==> src/verilog/duc_pkg.sv <==
// Package with the constants, types and step functions of the up/down counter.
package duc_pkg;

    // ****************************************************************
    // Widths, values after reset and count limits.
    // ****************************************************************
    localparam int           DUC_CNT_W    = 4;
    localparam logic [3:0]   DUC_CNT_RST  = 4'h0;
    localparam logic [3:0]   DUC_MIN      = 4'h0;
    localparam logic [3:0]   DUC_BCD_MAX  = 4'h9;
    localparam logic [3:0]   DUC_BIN_MAX  = 4'hF;
    localparam logic         DUC_FLAG_RST = 1'b1;
    localparam logic         DUC_CLK_RST  = 1'b1;

    // ****************************************************************
    // Action chosen for the counter in one cycle.
    // ****************************************************************
    typedef enum logic [2:0] {
        DUC_ACT_HOLD  = 3'b000,
        DUC_ACT_UP    = 3'b001,
        DUC_ACT_DOWN  = 3'b010,
        DUC_ACT_LOAD  = 3'b011,
        DUC_ACT_CLEAR = 3'b100
    } duc_act_e;

    // Control lines driven by the preceding stage or outside logic.
    typedef struct packed {
        logic up_clk;
        logic down_clk;
        logic load_n;
        logic master_clear;
    } duc_ctl_s;

    // Terminal flags, both active low.
    typedef struct packed {
        logic max_flag_n;
        logic min_flag_n;
    } duc_flag_s;

    // Upper count limit of the chosen variant.
    function automatic logic [3:0] duc_max(input logic is_bcd);
        return is_bcd ? DUC_BCD_MAX : DUC_BIN_MAX;
    endfunction

    // Count one up, wrapping at the upper limit.
    function automatic logic [3:0] duc_inc(input logic [3:0] v, input logic is_bcd);
        return (v >= duc_max(is_bcd)) ? DUC_MIN : 4'(v + 4'h1);
    endfunction

    // Count one down, wrapping at zero.
    function automatic logic [3:0] duc_dec(input logic [3:0] v, input logic is_bcd);
        return (v == DUC_MIN) ? duc_max(is_bcd) : 4'(v - 4'h1);
    endfunction

endpackage

==> src/verilog/duc_counter.sv <==
// Dual-clock presettable up/down counter, decimal or binary variant.
//
// Overview of operation
// - Four state flops, four load inputs, outputs.
// - Decimal or binary variant by parameter.
// - Master clear forces all count outputs low.
// - Low load control copies load inputs.
// - Up clock rise counts up, down high.
// - Down clock rise counts down, up high.
// - Both terminal flags rest high.
// - Max flag low at max, up low.
// - Min flag low at min, down low.
`timescale 1ns/1ps
module duc_counter
    import duc_pkg::*;
#(
    parameter logic IS_BCD = 1'b1
) (
    // Clock and system reset.
    input  wire logic      core_clk,
    input  wire logic      nrst,
    // Control lines and load value.
    input  wire duc_ctl_s  ctl,
    input  wire logic      load_value_bit0,
    input  wire logic      load_value_bit1,
    input  wire logic      load_value_bit2,
    input  wire logic      load_value_bit3,
    // Counter outputs.
    output logic           count_out_bit0,
    output logic           count_out_bit1,
    output logic           count_out_bit2,
    output logic           count_out_bit3,
    // Terminal flags for cascading.
    output duc_flag_s      flags
);

    // ****************************************************************
    // State and next values.
    // ****************************************************************
    logic [3:0] count_r;
    logic [3:0] count_nxt;
    logic       up_prev_r;
    logic       down_prev_r;
    duc_flag_s  flags_r;
    duc_flag_s  flags_nxt;
    duc_act_e   act;
    logic [3:0] load_value;
    logic       up_rise;
    logic       down_rise;

    assign load_value = {load_value_bit3, load_value_bit2, load_value_bit1, load_value_bit0};
    assign up_rise    = ctl.up_clk & ~up_prev_r;
    assign down_rise  = ctl.down_clk & ~down_prev_r;

    // ****************************************************************
    // Action decode.
    // ****************************************************************

    // Both controls are taken at the core clock, so clear and load land one edge
    // later than on the discrete part; that is the price of registered outputs.
    always_comb begin
        if (ctl.master_clear) begin
            act = DUC_ACT_CLEAR;
        end else if (!ctl.load_n) begin
            act = DUC_ACT_LOAD;
        end else if (up_rise && ctl.down_clk) begin
            act = DUC_ACT_UP;
        end else if (down_rise && ctl.up_clk) begin
            act = DUC_ACT_DOWN;
        end else begin
            act = DUC_ACT_HOLD;
        end
    end

    // Wrap arithmetic of the chosen variant.
    duc_step #(
        .IS_BCD     (IS_BCD)
    ) u_step (
        .cur        (count_r),
        .act        (act),
        .load_value (load_value),
        .nxt        (count_nxt)
    );

    // A flag drops only while its own clock is low, so the next stage sees its
    // rising edge when this stage's clock returns high and the count wraps.
    always_comb begin
        flags_nxt.max_flag_n = ~((count_nxt == duc_max(IS_BCD)) && !ctl.up_clk);
        flags_nxt.min_flag_n = ~((count_nxt == DUC_MIN) && !ctl.down_clk);
    end

    // ****************************************************************
    // Registers.
    // ****************************************************************

    // Four state flops and the clock edge history.
    always_ff @(posedge core_clk) begin
        if (!nrst) begin
            count_r     <= DUC_CNT_RST;
            up_prev_r   <= DUC_CLK_RST;
            down_prev_r <= DUC_CLK_RST;
            flags_r     <= {DUC_FLAG_RST, DUC_FLAG_RST};
        end else begin
            count_r     <= count_nxt;
            up_prev_r   <= ctl.up_clk;
            down_prev_r <= ctl.down_clk;
            flags_r     <= flags_nxt;
        end
    end

    assign count_out_bit0 = count_r[0];
    assign count_out_bit1 = count_r[1];
    assign count_out_bit2 = count_r[2];
    assign count_out_bit3 = count_r[3];
    assign flags          = flags_r;
endmodule

==> src/verilog/duc_step.sv <==
// Next-value calculator for the counter state.
`timescale 1ns/1ps
module duc_step
    import duc_pkg::*;
#(
    parameter logic IS_BCD = 1'b1
) (
    // Present state and chosen action.
    input  wire logic [3:0] cur,
    input  wire duc_act_e   act,
    input  wire logic [3:0] load_value,
    // Next state.
    output logic      [3:0] nxt
);

    // One case over the action keeps the priority decode in the caller.
    always_comb begin
        case (act)
            DUC_ACT_CLEAR: nxt = DUC_CNT_RST;
            DUC_ACT_LOAD:  nxt = load_value;
            DUC_ACT_UP:    nxt = duc_inc(cur, IS_BCD);
            DUC_ACT_DOWN:  nxt = duc_dec(cur, IS_BCD);
            default:       nxt = cur;
        endcase
    end

endmodule
==> config.mk <==
export PLATFORM = sky130hd
export DESIGN_NAME = duc_counter
export DESIGN_NICKNAME = d
export VERILOG_FILES = /design/src/verilog/duc_pkg.sv /design/src/verilog/duc_counter.sv /design/src/verilog/duc_step.sv
export SDC_FILE = /design/constraint.sdc
export NUM_CORES = 1
export LEC_CHECK = 0
export BUFFER_PORTS_ARGS = -buffer_cell sky130_fd_sc_hd__buf_2
export CAP_MARGIN = 20
export CORE_AREA = 2 2 39 41
export CTS_BUF_LIST = sky130_fd_sc_hd__clkbuf_8
export DETAILED_ROUTE_END_ITERATION = 7
export DIE_AREA = 0 0 41 43
export PLACE_DENSITY = 0.8
export SLEW_MARGIN = 0
export SYNTH_ARGS = -nofsm -noshare
export SYNTH_HDL_FRONTEND = slang
export SYNTH_HIERARCHICAL = 1
export SYNTH_SLANG_ARGS = --single-unit
==> constraint.sdc <==
create_clock -name core_clk -period 2.97 [get_ports core_clk]
set_input_delay 0.594 -clock core_clk [delete_from_list [all_inputs] [get_ports core_clk]]
set_output_delay 0.594 -clock core_clk [all_outputs]
set_load 0.02 [all_outputs]
==> results.toml <==
[setup_path]
r2r_start = "up_prev_r"
r2r_end = "flags[1]"
path_common_cell = "nor2_1"
ff2ff_path_depth = 8
max_stage_delay_ns = 0.57
path_buf_inv = 1
cp_max_fo = 14
worstPathRequired_ns = 3.07
arrival_ns = 2.78
start_kind = "input port"
r2r_slack_ns = 0.39
critPathKind = "input port to flop"
end_kind = "flop"
crit_family = "compound AO/OA/AOI/OAI gates"
critical-path-slowest-cell = "a21oi_1"
crit_path_cell_trace = "buf_2, a21oi_1, nor2_1, nor2_1, a221oi_1, o32ai_1, nand2_1, or4_1"

[floorplan]
dieHeight_um = 43
io-pin-count = 16
rows = 14
core_sq_mm = 0.00138
initial_core_util_pct = 44.8
dieArea_sq_mm = 0.00176
die_x_um = 41

[global_route]
antenna_found_initial = 0
grt_pass1_wl_um = 2400
first_global_vias = 619
grt_start_max_net_pins = 15
overflow = 0
grtUsageTotal_pct = 19.8

[logic_synthesis]
synthDistinctLibCells = 40
synth_fp_nets = 89
synth_seq_cells = 8
yosysSeqAreaShare_pct = 25.9
syn_area_per_cell_sq_um = 8.15
async_reset_ff_share_pct = 0
netlist_instances = 76
yosysWarnings = 6
synth-edff-count = 0
netlist_area_sq_um = 619
ys.flop_type = "dfxtp_1"

[layout]
layout-drive-gt1-share_pct = 31.1
area_growth_pct = 19.8
antenna_cells = 0
layout_common_cells = "buf_2 (15), dfxtp_1 (8), a21oi_1 (6), inv_1 (5)"
stdcell_count = 106
nets = 105
layout_commonest_cell = "buf_2"

[pwr]
vdd_drop_max_uv = 437
power_density_mw_per_mm2 = 466
leakage_nw = 0.297
total_power_w = 0.000346

[clock_tree]
ctsRootBufferMaster = "clkbuf_8"
clkSinkCount = 8
cts_buffers = 3
cts_tree = "yes"
clk_path_buf_depth = 2
post_cts_buffers = 0
ctsHoldBuffers = 0
htreeDepth = 1
clkTransAtPathRegs_ns = 0.04
insertion_delay_ns = 0.22

[run]
max-cap-violations = 0

[route]
num_vias = 649
wl_per_cell_um = 13.7
drtIter0Drc = 13
final_antenna_net_count = 0
vias_per_cell = 6.12
drc_errors = 0
wl_um = 1450
first_pass_iters = 4

[outcome]
status = "complete, no violations"

[timing]
rsz0062_at_grt = "false"
final.setup.tns_ns = 0
drv_slew = 0
max_freq_mhz = 372
relSlewSlack_pct = 54.1
worstMarginPinSlew_ns = 0.688
hold_viol_final = 0
setup_viol = 0
period_minus_slack_ns = 2.69
finalClockSkew_ns = 0.000150
period_share_pct = 90.5

[placement]
placed_cells = 103
dp_hpwl_um = 1100
port-buffer-count = 15
gp_congestion = 0.769

[min_path]
hold_class = "input port to flop"
min_from = "ctl[2]"
worst_hold_path.num_cells = 2
min_to = "down_prev_r"
[state kept, by name, summed over array words and instances, names as in the netlist]
signal       count
flags            2
count_r          4
down_prev_r      1
up_prev_r        1
[cell usage after synthesis (2+ instances only)]
library cell / instances / share of area [%]
clkbuf_1: 2 / 1.2
ha_1: 3 / 6.1
nand3_1: 3 / 2.4
a211oi_1: 2 / 2.4
a31oi_1: 2 / 2.0
buf_2: 2 / 1.6
o32ai_1: 2 / 2.8
dfxtp_1: 8 / 26
and2_2: 2 / 2.4
nor2_1: 4 / 2.4
a21oi_1: 7 / 5.7
and2_1: 2 / 2.0
nand3b_1: 2 / 2.4
nand2_1: 4 / 2.4
nand2b_2: 2 / 2.8
inv_1: 5 / 3.0
[worst reg2reg max path, stage by stage (launching register included)]
cell	delay, ns
dfxtp_1	0.30
nand3b_1	0.15
a21oi_1	0.57
nor2_1	0.20
nor2_1	0.24
a221oi_1	0.08
o32ai_1	0.43
nand2_1	0.08
or4_1	0.40
[power breakdown]
part	leakage [nW]	internal (W)	switching, W
Sequential	0.0659	0.000115	0.0000103
Clock	0.0216	0.0000874	0.0000387
Combinational	0.210	0.0000417	0.0000532
[kinds of logic (layout without fill, tap and decap cells)]
family / count (synthesis) / in the layout / share of synthesized area (%)
flops: 8 / 8 / 25.9
simple gates: 29 / 29 / 29.9
mux: 1 / 1 / 1.82
fa+ha+maj: 3 / 3 / 6.06
buf+inv: 9 / 23 / 5.86
compound gates: 26 / 26 / 30.5
[worst max-delay path by stage]
stage,start,cells past startpoint,endpoint,slack [ns]
2_1_floorplan,ctl[3],8,flags[0],0.64
3_3_place_gp,ctl[3],8,flags[0],0.12
3_5_place_dp,ctl[3],9,flags[1],0.04
4_1_cts,ctl[3],9,flags[1],0.27
5_1_grt,ctl[0],8,flags[1],0.01
6_report,ctl[0],8,flags[1],0.28
[through the flow]
step	hold WS, ns	setup slack, ns	instance area [sq um]	util, %
5_1_grt	0.615	0.0147	742	53.6
6_report	0.610	0.283	742	53.6
3_3_place_gp	0.772	0.117	697	50.4
3_5_place_dp	0.805	0.0412	697	50.4
4_1_cts	0.608	0.273	738	53.3
2_1_floorplan	0.669	0.645	619	-
[final cells by class]
type	instances	area, sq um
inverters	5	18.8
clock buffers	3	41.3
well taps	16	20.0
fillers	134	642
repair buffers	15	75.1
multi-input cells	59	427
flip-flops and latches	8	160
[layer usage]
layer	GRT usage [%]	part of all wire (%)	vias to the layer above
met3	4.71	6.8	6
met2	30.3	46	35
li1	-	-	317
met4	14.0	3.0	0
met5	0	0	-
met1	22.5	44	291
[timing repair]
item | 4_1_cts | 5_1_grt
gates resized for setup | 0 | 1
endpoints found under the setup margin | 0 | 2
endpoints found under the hold margin | 0 | 0
No activity file was read; power rests on OpenSTA's default activity.
